`src/shared/tdm_access_pkg.sv`:
```
// shared constants of the tdm parallel access block
// assumes one fast system clock; serial, strap, host, bus and acknowledge pins enter through a two-stage synchroniser
package tdm_access_pkg;
  // ****************
  // channel timing
  // ****************
  localparam int CH_W = 5;
  localparam int ADDR_W = 6;
  localparam int CH_DEPTH = 32;
  localparam int PIN_W = 32;
  localparam logic [3:0] CNT_LAST = 4'hF;        // last bit-clock cycle of a channel
  localparam logic [3:0] HALF_CNT = 4'h8;        // first bit-clock cycle of the second half
  localparam logic [2:0] PHASE_RD_LAST = 3'h3;   // read phase ends here, write phase follows
  localparam logic [4:0] CH_MAX_32 = 5'h1F;
  localparam logic [4:0] CH_MAX_24 = 5'h17;
  localparam logic [7:0] BYTE_ZERO = 8'h00;
  // idle level of the synchronised pin bundle: strobes and active-low pins high
  localparam logic [31:0] PIN_IDLE = 32'h53C0_0000;
  // ****************
  // operating modes
  // ****************
  typedef enum logic [1:0] {MODE_INTR, MODE_RAM, MODE_BUSCTRL} mode_e;
endpackage

```
`src/design/tdm_parallel_access.sv`:
```
// tdm parallel access: serial framing, dynamic interrupt paths, ram port, bus controller
// assumes i_clk far above the serial bit clock; pins arrive asynchronously
//
// Function
// - match/mask bit pair selects ignore, rise, fall or any change per bit.
// - a change compares this frame's bit with the previous frame's bit.
// - vector fetch acknowledge drives the vector with the interrupting path bit set.
// - image holds the causing channel byte until the interrupt is cleared.
// - flags mark causing positions; a flag read returns, clears them and the interrupt.
// - clear command empties image, flags and the vector path bits.
// - each path has its own type select and its own request enable.
// - strap pin low resets the previous byte, image, flag and pending registers of both paths to zero.
// - in ram mode only the three buffers work; interrupt logic is idle.
// - channel-count select low gives 24 channels, high gives 32.
// - ram mode host port behaves as a static memory with select, enable, direction.
// - low five address bits pick channel; reads hit receive, writes pick a or b.
// - serial converters touch buffers only at the end of each channel.
// - collisions: reads at the current channel, writes at the next channel.
// - collision raises busy; host holds its access until busy drops.
// - bus controller drives address, output and write enables; buffer b unused.
// - during channel n, read address n+1 first, then write address n-1.
// - bus controller outputs change only with the serial bit clock.
// - channel start strobe covers the first half of every channel.
// - second half select covers the last half of every channel.
// - vector holds six written upper bits; bit 1 path 2, bit 0 path 1.
`timescale 1ns/10ps
module tdm_parallel_access #(
  parameter int DATA_W = 8
) (
  // clock and reset
  input wire logic i_clk,
  input wire logic i_srst,
  // serial side pins
  input wire logic i_serial_bit_clock,
  input wire logic i_frame_n,
  input wire logic i_serial_in,
  output logic o_serial_out_a,
  output logic o_serial_out_b,
  // mode straps
  input wire logic i_mode_strap_reset,
  input wire logic i_mode_select,
  input wire logic i_channel_count_sel,
  // interrupt control, same clock domain
  input wire logic i_path1_type_select,
  input wire logic i_path2_type_select,
  input wire logic i_path1_enable,
  input wire logic i_path2_enable,
  input wire logic i_interrupt_clear_cmd,
  input wire logic i_path1_flag_read,
  input wire logic i_path2_flag_read,
  input wire logic [tdm_access_pkg::CH_W-1:0] i_path1_chan,
  input wire logic [tdm_access_pkg::CH_W-1:0] i_path2_chan,
  input wire logic [DATA_W-1:0] i_path1_match,
  input wire logic [DATA_W-1:0] i_path2_match,
  input wire logic [DATA_W-1:0] i_path1_mask,
  input wire logic [DATA_W-1:0] i_path2_mask,
  input wire logic [5:0] i_vector_upper,
  input wire logic i_vector_fetch_ack_n,
  // interrupt status
  output logic o_irq_n,
  output logic o_vector_valid,
  output logic [DATA_W-1:0] o_vector_data,
  output logic [DATA_W-1:0] o_path1_flag,
  output logic [DATA_W-1:0] o_path2_flag,
  output logic [DATA_W-1:0] o_path1_image,
  output logic [DATA_W-1:0] o_path2_image,
  // ram port pins
  input wire logic i_cs_n,
  input wire logic i_oe_n,
  input wire logic i_rw,
  input wire logic [tdm_access_pkg::ADDR_W-1:0] i_addr,
  input wire logic [DATA_W-1:0] i_wdata,
  output logic [DATA_W-1:0] o_rdata,
  output logic o_busy,
  // bus controller pins
  input wire logic [DATA_W-1:0] i_ext_data,
  output logic [DATA_W-1:0] o_ext_data,
  output logic o_ext_data_oe_n,
  output logic [tdm_access_pkg::CH_W-1:0] o_ext_addr,
  output logic o_ext_oe_n,
  output logic o_ext_we_n,
  output logic o_channel_start_strobe,
  output logic o_second_half_select
);
  import tdm_access_pkg::*;

  if (DATA_W != 8) begin : g_width_check
    $error("DATA_W must be 8");
  end

  function automatic logic [CH_W-1:0] next_ch(input logic [CH_W-1:0] c, input logic [CH_W-1:0] m);
    next_ch = (c == m) ? '0 : c + 1'b1;
  endfunction

  function automatic logic [CH_W-1:0] prev_ch(input logic [CH_W-1:0] c, input logic [CH_W-1:0] m);
    prev_ch = (c == '0) ? m : c - 1'b1;
  endfunction

  // per-bit transition detect: 01 rise, 10 fall, 11 any change, 00 ignored
  function automatic logic [DATA_W-1:0] dyn_hit(input logic [DATA_W-1:0] p, input logic [DATA_W-1:0] c,
                                                input logic [DATA_W-1:0] mt, input logic [DATA_W-1:0] mk);
    dyn_hit = (mk & ~mt & ~p & c) | (mt & ~mk & p & ~c) | (mt & mk & (p ^ c));
  endfunction

  // ****************
  // pin synchronisers
  // ****************
  logic [PIN_W-1:0] pin_meta_reg, pin_sync_reg;
  logic bclk_s, frame_n_s, ser_in_s, strap_s, msel_s, cnt32_s, ack_n_s, cs_n_s, oe_n_s, rw_s;
  logic [ADDR_W-1:0] addr_s;
  logic [DATA_W-1:0] wdata_s, ext_s;
  assign {bclk_s, frame_n_s, ser_in_s, strap_s, msel_s, cnt32_s, ack_n_s, cs_n_s, oe_n_s, rw_s,
          addr_s, wdata_s, ext_s} = pin_sync_reg;

  // every pin bundle crosses in two flops before anything reads it
  always_ff @(posedge i_clk) begin
    if (i_srst) begin
      pin_meta_reg <= PIN_IDLE;
      pin_sync_reg <= PIN_IDLE;
    end else begin
      pin_meta_reg <= {i_serial_bit_clock, i_frame_n, i_serial_in, i_mode_strap_reset, i_mode_select,
                       i_channel_count_sel, i_vector_fetch_ack_n, i_cs_n, i_oe_n, i_rw, i_addr, i_wdata, i_ext_data};
      pin_sync_reg <= pin_meta_reg;
    end
  end

  // ****************
  // channel timing
  // ****************
  logic bclk_d_reg, fall_evt, byte_done;
  logic [3:0] cnt_reg, cnt_next;
  logic [CH_W-1:0] ch_reg, ch_next, ch_max, nch, pch;
  mode_e mode;

  // bit-clock falling edges advance the channel; a low frame pulse realigns to channel 0
  always_comb begin
    ch_max = cnt32_s ? CH_MAX_32 : CH_MAX_24;
    fall_evt = bclk_d_reg & ~bclk_s;
    byte_done = fall_evt && (cnt_reg == CNT_LAST);
    cnt_next = cnt_reg;
    ch_next = ch_reg;
    if (fall_evt && !frame_n_s) begin
      cnt_next = '0;
      ch_next = '0;
    end else if (fall_evt) begin
      cnt_next = cnt_reg + 4'h1;
      if (byte_done) begin
        ch_next = next_ch(ch_reg, ch_max);
      end
    end
    nch = next_ch(ch_reg, ch_max);
    pch = prev_ch(ch_reg, ch_max);
    if (strap_s) begin
      mode = MODE_INTR;
    end else if (msel_s) begin
      mode = MODE_RAM;
    end else begin
      mode = MODE_BUSCTRL;
    end
  end

  always_ff @(posedge i_clk) begin
    if (i_srst) begin
      bclk_d_reg <= 1'b0;
      cnt_reg <= '0;
      ch_reg <= '0;
    end else begin
      bclk_d_reg <= bclk_s;
      cnt_reg <= cnt_next;
      ch_reg <= ch_next;
    end
  end

  // ****************
  // buffers, converters, ram port, bus controller
  // ****************
  logic [DATA_W-1:0] receive_buffer_reg [CH_DEPTH], rx_next [CH_DEPTH];
  logic [DATA_W-1:0] transmit_buffer_a_reg [CH_DEPTH], txa_next [CH_DEPTH];
  logic [DATA_W-1:0] transmit_buffer_b_reg [CH_DEPTH], txb_next [CH_DEPTH];
  logic [DATA_W-1:0] rx_sh_reg, rx_sh_next, rx_byte, txa_cur_reg, txa_cur_next, txb_cur_reg, txb_cur_next;
  logic [DATA_W-1:0] rdata_reg, rdata_next, ext_data_reg, ext_data_next;
  logic [CH_W-1:0] host_ch, ext_addr_reg, ext_addr_next;
  logic out_a_reg, out_a_next, out_b_reg, out_b_next, busy_reg, busy_next;
  logic host_rd, host_wr, coll, drive;
  logic ext_oe_n_reg, ext_oe_n_next, ext_we_n_reg, ext_we_n_next, channel_start_strobe_reg, channel_start_strobe_next, dcs_reg, dcs_next;

  always_comb begin
    rx_byte = {rx_sh_reg[DATA_W-2:0], ser_in_s};
    rx_sh_next = (fall_evt && cnt_reg[0]) ? rx_byte : rx_sh_reg;
    rx_next = receive_buffer_reg;
    txa_next = transmit_buffer_a_reg;
    txb_next = transmit_buffer_b_reg;
    txa_cur_next = txa_cur_reg;
    txb_cur_next = txb_cur_reg;
    // converters touch memory in one slot only, which keeps contention rare
    if (byte_done) begin
      rx_next[ch_reg] = rx_byte;
      txa_cur_next = transmit_buffer_a_reg[nch];
      txb_cur_next = transmit_buffer_b_reg[nch];
    end
    host_ch = addr_s[CH_W-1:0];
    host_rd = (mode != MODE_BUSCTRL) && !cs_n_s && rw_s && !oe_n_s;
    host_wr = (mode != MODE_BUSCTRL) && !cs_n_s && !rw_s;
    coll = (cnt_reg == CNT_LAST) && ((host_rd && host_ch == ch_reg) || (host_wr && host_ch == nch));
    busy_next = coll;
    rdata_next = rdata_reg;
    if (host_rd && !coll) begin
      rdata_next = receive_buffer_reg[host_ch];
    end
    if (host_wr && !coll && addr_s[ADDR_W-1]) begin
      txb_next[host_ch] = wdata_s;
    end else if (host_wr && !coll) begin
      txa_next[host_ch] = wdata_s;
    end
    // select gates the bus drivers; each half runs a read phase, then a write phase, from the low count bits
    drive = (mode == MODE_BUSCTRL) && !cs_n_s;
    if (fall_evt && drive && cnt_reg[2:0] == PHASE_RD_LAST) begin
      txa_next[nch] = ext_s;
    end
    ext_addr_next = ext_addr_reg;
    ext_oe_n_next = ext_oe_n_reg;
    ext_we_n_next = ext_we_n_reg;
    ext_data_next = ext_data_reg;
    channel_start_strobe_next = channel_start_strobe_reg;
    dcs_next = dcs_reg;
    out_a_next = out_a_reg;
    out_b_next = out_b_reg;
    if (fall_evt) begin
      ext_addr_next = (cnt_next[2:0] <= PHASE_RD_LAST) ? next_ch(ch_next, ch_max) : prev_ch(ch_next, ch_max);
      ext_oe_n_next = !(drive && cnt_next[2:0] <= PHASE_RD_LAST);
      ext_we_n_next = !(drive && cnt_next[2:0] > PHASE_RD_LAST);
      ext_data_next = receive_buffer_reg[prev_ch(ch_next, ch_max)];
      channel_start_strobe_next = (mode == MODE_BUSCTRL) && (cnt_next < HALF_CNT);
      dcs_next = (mode == MODE_BUSCTRL) && (cnt_next >= HALF_CNT);
      out_a_next = txa_cur_next[~cnt_next[3:1]];
      out_b_next = (mode == MODE_BUSCTRL) ? 1'b1 : txb_cur_next[~cnt_next[3:1]];
    end
  end

  always_ff @(posedge i_clk) begin
    if (i_srst) begin
      receive_buffer_reg <= '{default: BYTE_ZERO};
      transmit_buffer_a_reg <= '{default: BYTE_ZERO};
      transmit_buffer_b_reg <= '{default: BYTE_ZERO};
      rx_sh_reg <= '0;
      txa_cur_reg <= '0;
      txb_cur_reg <= '0;
      rdata_reg <= '0;
      busy_reg <= 1'b0;
      ext_addr_reg <= '0;
      ext_oe_n_reg <= 1'b1;
      ext_we_n_reg <= 1'b1;
      ext_data_reg <= '0;
      channel_start_strobe_reg <= 1'b0;
      dcs_reg <= 1'b0;
      out_a_reg <= 1'b1;
      out_b_reg <= 1'b1;
    end else begin
      receive_buffer_reg <= rx_next;
      transmit_buffer_a_reg <= txa_next;
      transmit_buffer_b_reg <= txb_next;
      rx_sh_reg <= rx_sh_next;
      txa_cur_reg <= txa_cur_next;
      txb_cur_reg <= txb_cur_next;
      rdata_reg <= rdata_next;
      busy_reg <= busy_next;
      ext_addr_reg <= ext_addr_next;
      ext_oe_n_reg <= ext_oe_n_next;
      ext_we_n_reg <= ext_we_n_next;
      ext_data_reg <= ext_data_next;
      channel_start_strobe_reg <= channel_start_strobe_next;
      dcs_reg <= dcs_next;
      out_a_reg <= out_a_next;
      out_b_reg <= out_b_next;
    end
  end

  // ****************
  // dynamic interrupt paths
  // ****************
  logic [1:0] type_sel, en_vec, flag_rd, sel, set, clr, pend_reg, pend_next;
  logic [DATA_W-1:0] match [2], mask [2], hit [2];
  logic [DATA_W-1:0] prev_reg [2], prev_next [2], image_reg [2], image_next [2], flag_reg [2], flag_next [2];
  logic [CH_W-1:0] path_ch [2];
  logic [DATA_W-1:0] vec_reg, vec_next;
  logic irq_n_reg, irq_n_next, vec_valid_reg, vec_valid_next;
  assign type_sel = {i_path2_type_select, i_path1_type_select};
  assign en_vec = {i_path2_enable, i_path1_enable};
  assign flag_rd = {i_path2_flag_read, i_path1_flag_read};
  assign match = '{i_path1_match, i_path2_match};
  assign mask = '{i_path1_mask, i_path2_mask};
  assign path_ch = '{i_path1_chan, i_path2_chan};

  // a new event beats a clear in the same cycle, so no transition is lost
  always_comb begin
    prev_next = prev_reg;
    image_next = image_reg;
    flag_next = flag_reg;
    pend_next = pend_reg;
    for (int p = 0; p < 2; p++) begin
      hit[p] = dyn_hit(prev_reg[p], rx_byte, match[p], mask[p]);
      sel[p] = byte_done && (ch_reg == path_ch[p]);
      set[p] = sel[p] && type_sel[p] && (hit[p] != BYTE_ZERO);
      clr[p] = i_interrupt_clear_cmd || flag_rd[p];
      if (sel[p]) begin
        prev_next[p] = rx_byte;
      end
      if (sel[p] && !pend_reg[p]) begin
        image_next[p] = rx_byte;
      end
      if (clr[p]) begin
        flag_next[p] = BYTE_ZERO;
        pend_next[p] = 1'b0;
      end
      if (i_interrupt_clear_cmd) begin
        image_next[p] = BYTE_ZERO;
      end
      if (set[p]) begin
        flag_next[p] = flag_next[p] | hit[p];
        pend_next[p] = 1'b1;
        if (!pend_reg[p] || clr[p]) begin
          image_next[p] = rx_byte;
        end
      end
      if (mode != MODE_INTR) begin
        prev_next[p] = BYTE_ZERO;
        image_next[p] = BYTE_ZERO;
        flag_next[p] = BYTE_ZERO;
        pend_next[p] = 1'b0;
      end
    end
    irq_n_next = ~|(pend_next & en_vec);
    vec_valid_next = !ack_n_s && (pend_next != 2'b00);
    vec_next = vec_valid_next ? {i_vector_upper, pend_next} : BYTE_ZERO;
  end

  always_ff @(posedge i_clk) begin
    if (i_srst) begin
      prev_reg <= '{default: BYTE_ZERO};
      image_reg <= '{default: BYTE_ZERO};
      flag_reg <= '{default: BYTE_ZERO};
      pend_reg <= 2'b00;
      irq_n_reg <= 1'b1;
      vec_valid_reg <= 1'b0;
      vec_reg <= '0;
    end else begin
      prev_reg <= prev_next;
      image_reg <= image_next;
      flag_reg <= flag_next;
      pend_reg <= pend_next;
      irq_n_reg <= irq_n_next;
      vec_valid_reg <= vec_valid_next;
      vec_reg <= vec_next;
    end
  end

  assign o_serial_out_a = out_a_reg;
  assign o_serial_out_b = out_b_reg;
  assign o_irq_n = irq_n_reg;
  assign o_vector_valid = vec_valid_reg;
  assign o_vector_data = vec_reg;
  assign o_path1_flag = flag_reg[0];
  assign o_path2_flag = flag_reg[1];
  assign o_path1_image = image_reg[0];
  assign o_path2_image = image_reg[1];
  assign o_rdata = rdata_reg;
  assign o_busy = busy_reg;
  assign o_ext_data = ext_data_reg;
  assign o_ext_data_oe_n = ext_we_n_reg;
  assign o_ext_addr = ext_addr_reg;
  assign o_ext_oe_n = ext_oe_n_reg;
  assign o_ext_we_n = ext_we_n_reg;
  assign o_channel_start_strobe = channel_start_strobe_reg;
  assign o_second_half_select = dcs_reg;
endmodule

```
`config.mk`:
```
export PLATFORM = sky130hd
export DESIGN_NAME = tdm_parallel_access
export DESIGN_NICKNAME = d
export VERILOG_FILES = /design/src/shared/tdm_access_pkg.sv /design/src/design/tdm_parallel_access.sv
export SDC_FILE = /design/constraint.sdc
export NUM_CORES = 2
export LEC_CHECK = 0
export BUFFER_PORTS_ARGS = -buffer_cell sky130_fd_sc_hd__buf_2
export CELL_PAD_IN_SITES_DETAIL_PLACEMENT = 0
export CELL_PAD_IN_SITES_GLOBAL_PLACEMENT = 2
export CORE_MARGIN = 2
export CORE_UTILIZATION = 40
export DETAILED_ROUTE_END_ITERATION = 8
export GPL_TIMING_DRIVEN = 1
export PLACE_DENSITY = 0.86
export SYNTH_ARGS = -nofsm -noshare
export SYNTH_HDL_FRONTEND = slang
export SYNTH_SLANG_ARGS = --single-unit
```
`constraint.sdc`:
```
create_clock -name i_clk -period 6.1 [get_ports i_clk]
set_input_delay 0 -clock i_clk [delete_from_list [all_inputs] [get_ports i_clk]]
set_output_delay 0 -clock i_clk [all_outputs]
set_load 0.02 [all_outputs]
```
==> results by group <==
Outcome
  – Status: finished clean

Synth
  – Synth cell types: 76
  – Mean Syn Cell Area: 9.019 um2
  – Mux share of post-synthesis cell area: 18.69%
  – Adder-cell share of the synthesized area: 0.3847%
  – Yosys Warn Count: 0
  – Synth Flop Type: dfxtp_1
  – Cell Area, Synth: 45540 um2
  – Mapped Cells: 5049
  – Post-synth EDFFs: 0
  – Number of synthesized register bits: 953
  – Synth Area in Simple Gates: 15.99%
  – Main combinational cell family by area after synthesis: multiplexers
  – Syn Nets: 5152
  – Synth Area in Compound Gates: 17.80%
  – Async SR Flop Fraction: 0%
  – Sequential fraction of the synthesis area: 41.90%
  – XOR/XNOR Fraction of Synth Area: 0.4589%

Setup path
  – CP delay by family, top: compound AO/OA/AOI/OAI gates
  – Setup CP Type: reg2reg
  – Crit. End Element: register
  – CP bufs+invs: 1
  – Crit path top cell by count: o21ai_1
  – Worst R2R Path Depth: 11
  – Crit. path cell count: 11
  – Worst Setup SP: ch_reg[1]
  – Crit path cell chain: inv_1, ha_4, and3_1, o21ai_1, ha_1, nand3_1, o32ai_4, o21ai_1, a211o_1, or4_1, a311oi_1
  – Worst path arrival time: 5.82 ns
  – Worst flop-to-flop path startpoint: ch_reg[1]
  – Critical path's largest stage delay: 0.93 ns
  – Critical path required time: 6.69 ns
  – Slowest CP cell: o32ai_4
  – CP max FO: 31
  – CP startpoint kind: register

Timing
  – Rel. slew slack: 19.69%
  – Fmax: 0.1913 GHz
  – Skew final: 0.01995 ns
  – Pins Over Slew Limit: 0
  – Final worst path period share: 85.69%
  – Minimum clock period: 5.227 ns
  – Slew at the pin closest to its max-slew limit: 1.205 ns
  – Setup violations, final: 0
  – RSZ-0062 raised after global routing: no
  – Final setup TNS: 0 ns
  – Hold Slack: 0.03535 ns
  – Final Hold Fails: 0

Pwr
  – Internal power: 10.23 mW
  – Switch Pwr: 3.011 mW
  – Pwr dens: 255.7 nW/um2
  – Max IR drop VDD: 0.2013 mV
  – Flop pwr share: 47.3%
  – Comb pwr share: 3.2%
  – Leakage power: 18.18 nW
  – Clock share of power: 49.5%
  – Net switching fraction of the power: 22.74%

Die
  – Initial Utilization: 40.42%
  – I/O pins: 160
  – DIE HEIGHT: 341.4 um
  – Core area: 112700 um2
  – Row count: 123
  – Die Area: 116600 um2
  – Die W: 341.4 um

Detailed routing
  – Pre-antenna DRT Iters: 6
  – DR iter-0 viols: 3915
  – Drt wl/cell: 24.02 um
  – DR vias: 39350
  – DRC Markers: 0
  – Final antenna-violating net count: 0
  – Vias/cell: 5.969
  – WL final: 158300 um

Hold path
  – HP Start: i_path2_chan[2]
  – Hold path depth: 6
  – Worst Hold Class: in2reg

Placed design
  – I/O Buffers: 159
  – Gpl congestion: 0.8914
  – Hpwl dp: 97070 um
  – DP Cell Count: 6305

Cells and area
  – Area Growth Syn to Fin: 13.75%
  – Fill count: 10870
  – Post-Layout Cell Count: 6592
  – Commonest non-fill, non-tap cell in the layout: dfxtp_1
  – Diode count: 0
  – Nets: 5117
  – Commonest non-fill, non-tap cells in the layout: 935 x dfxtp_1, 711 x nand2_1, 547 x a21oi_1, 421 x nor2_1, 309 x mux2i_1
  – Share of post-route cells with drive strength above 1: 15.08%

Global routing
  – First-pass GRT wire length: 239900 um
  – Tot GR Track Use: 26.34%
  – Initial antenna violation count: 3
  – GRT Residual Overflow: 0
  – Largest net degree at the start of global routing: 199
  – Vias in the first global route: 36987

Clocking
  – CTS clock-pin slew for the worst setup and hold paths: 0.06 ns
  – Buffer depth of the longest clock path: 3
  – CTS Buf Count: 106
  – H-tree levels: 3
  – Post_cts resized: 0
  – Worst-Skew Late Latency: 0.69 ns
  – CTS tree: built
  – CTS root buf: clkbuf_16
  – Cts hold-fix bufs: 101
  – Clock sink total: 953
  – Setup Fix Bufs, Post-CTS: 0

Flow run
  – Max-cap violations: 0
-- routing by layer --
| metal | up-vias | global-route usage [%] | wire length, um |
|---|---|---|---|
| li1 | 18141 | - | - |
| met1 | 19333 | 37.00 | 69170 |
| met2 | 1626 | 41.43 | 72200 |
| met3 | 250 | 4.467 | 12160 |
| met4 | 0 | 7.884 | 4776 |
| met5 | - | 0 | 0 |
-- worst paths after layout --
check / end / slack, ns
min reg2reg: pin_sync_reg[24] / 0.41
max reg2reg: o_ext_data[6] / 0.87
min: prev_reg[3] / 0.04
max: o_ext_data[6] / 0.87
-- layout make-up --
cell class	instances	area, um2	share of cell area [%]
clock buffer	164	3244	6.264
tap	1500	1877	3.623
sequential	953	19110	36.89
inverter	17	65.06	0.1256
clock inverter	22	267.8	0.5169
multi-input combinational	3567	24510	47.33
timing repair buffer	369	2723	5.256
-- worst reg2reg max path: stages (launching register included) --
cell,delay (ns)
dfxtp_1,0.67
inv_1,0.28
ha_4,0.46
and3_1,0.28
o21ai_1,0.41
ha_1,0.39
nand3_1,0.17
o32ai_4,0.93
o21ai_1,0.54
a211o_1,0.36
or4_1,0.40
a311oi_1,0.26
-- Yosys cell counts (56+ instances only) --
cell type | number | area [um2]
o21ai_0 | 293 | 1466
a21oi_1 | 547 | 2738
a22oi_1 | 61 | 457.9
mux2i_1 | 309 | 3093
nor2_1 | 426 | 1599
dfxtp_1 | 953 | 19080
clkbuf_1 | 366 | 1374
nand3_1 | 218 | 1091
nor2b_1 | 56 | 350.3
mux4_2 | 233 | 5248
nand2_1 | 711 | 2669
a211oi_1 | 266 | 1997
buf_1 | 81 | 304.0
-- metrics by stage --
stage                     area (um2)  power (mW)  util, %  setup slack (ns)
after floorplan                45540       6.625        -             1.858
after global placement         47270       6.784    41.96             1.049
after detailed placement       47270       6.783    41.96            0.9617
after CTS                      51800       13.32    45.98            0.9285
after global routing           51800       13.58    45.98            0.5180
final                          51800       13.24    45.98            0.8728
-- cells by family after synthesis --
group,Yosys count
xor gates and xnor gates,23
and+or+nand+nor,1636
DFF,953
buffers and inverters,529
muxes,557
adders and majority gates,14
AOI/OAI and AO/OA,1337
-- power by group through the flow --
stage | combinational (mW) | clock, mW | sequential (mW)
5_1_grt | 0.441 | 6.87 | 6.27
4_1_cts | 0.413 | 6.64 | 6.27
2_1_floorplan | 0.228 | 0 | 6.40
3_3_place_gp | 0.378 | 0 | 6.41
6_report | 0.417 | 6.56 | 6.27
3_5_place_dp | 0.376 | 0 | 6.41
Note: power is estimated with default switching activity, not from simulation.
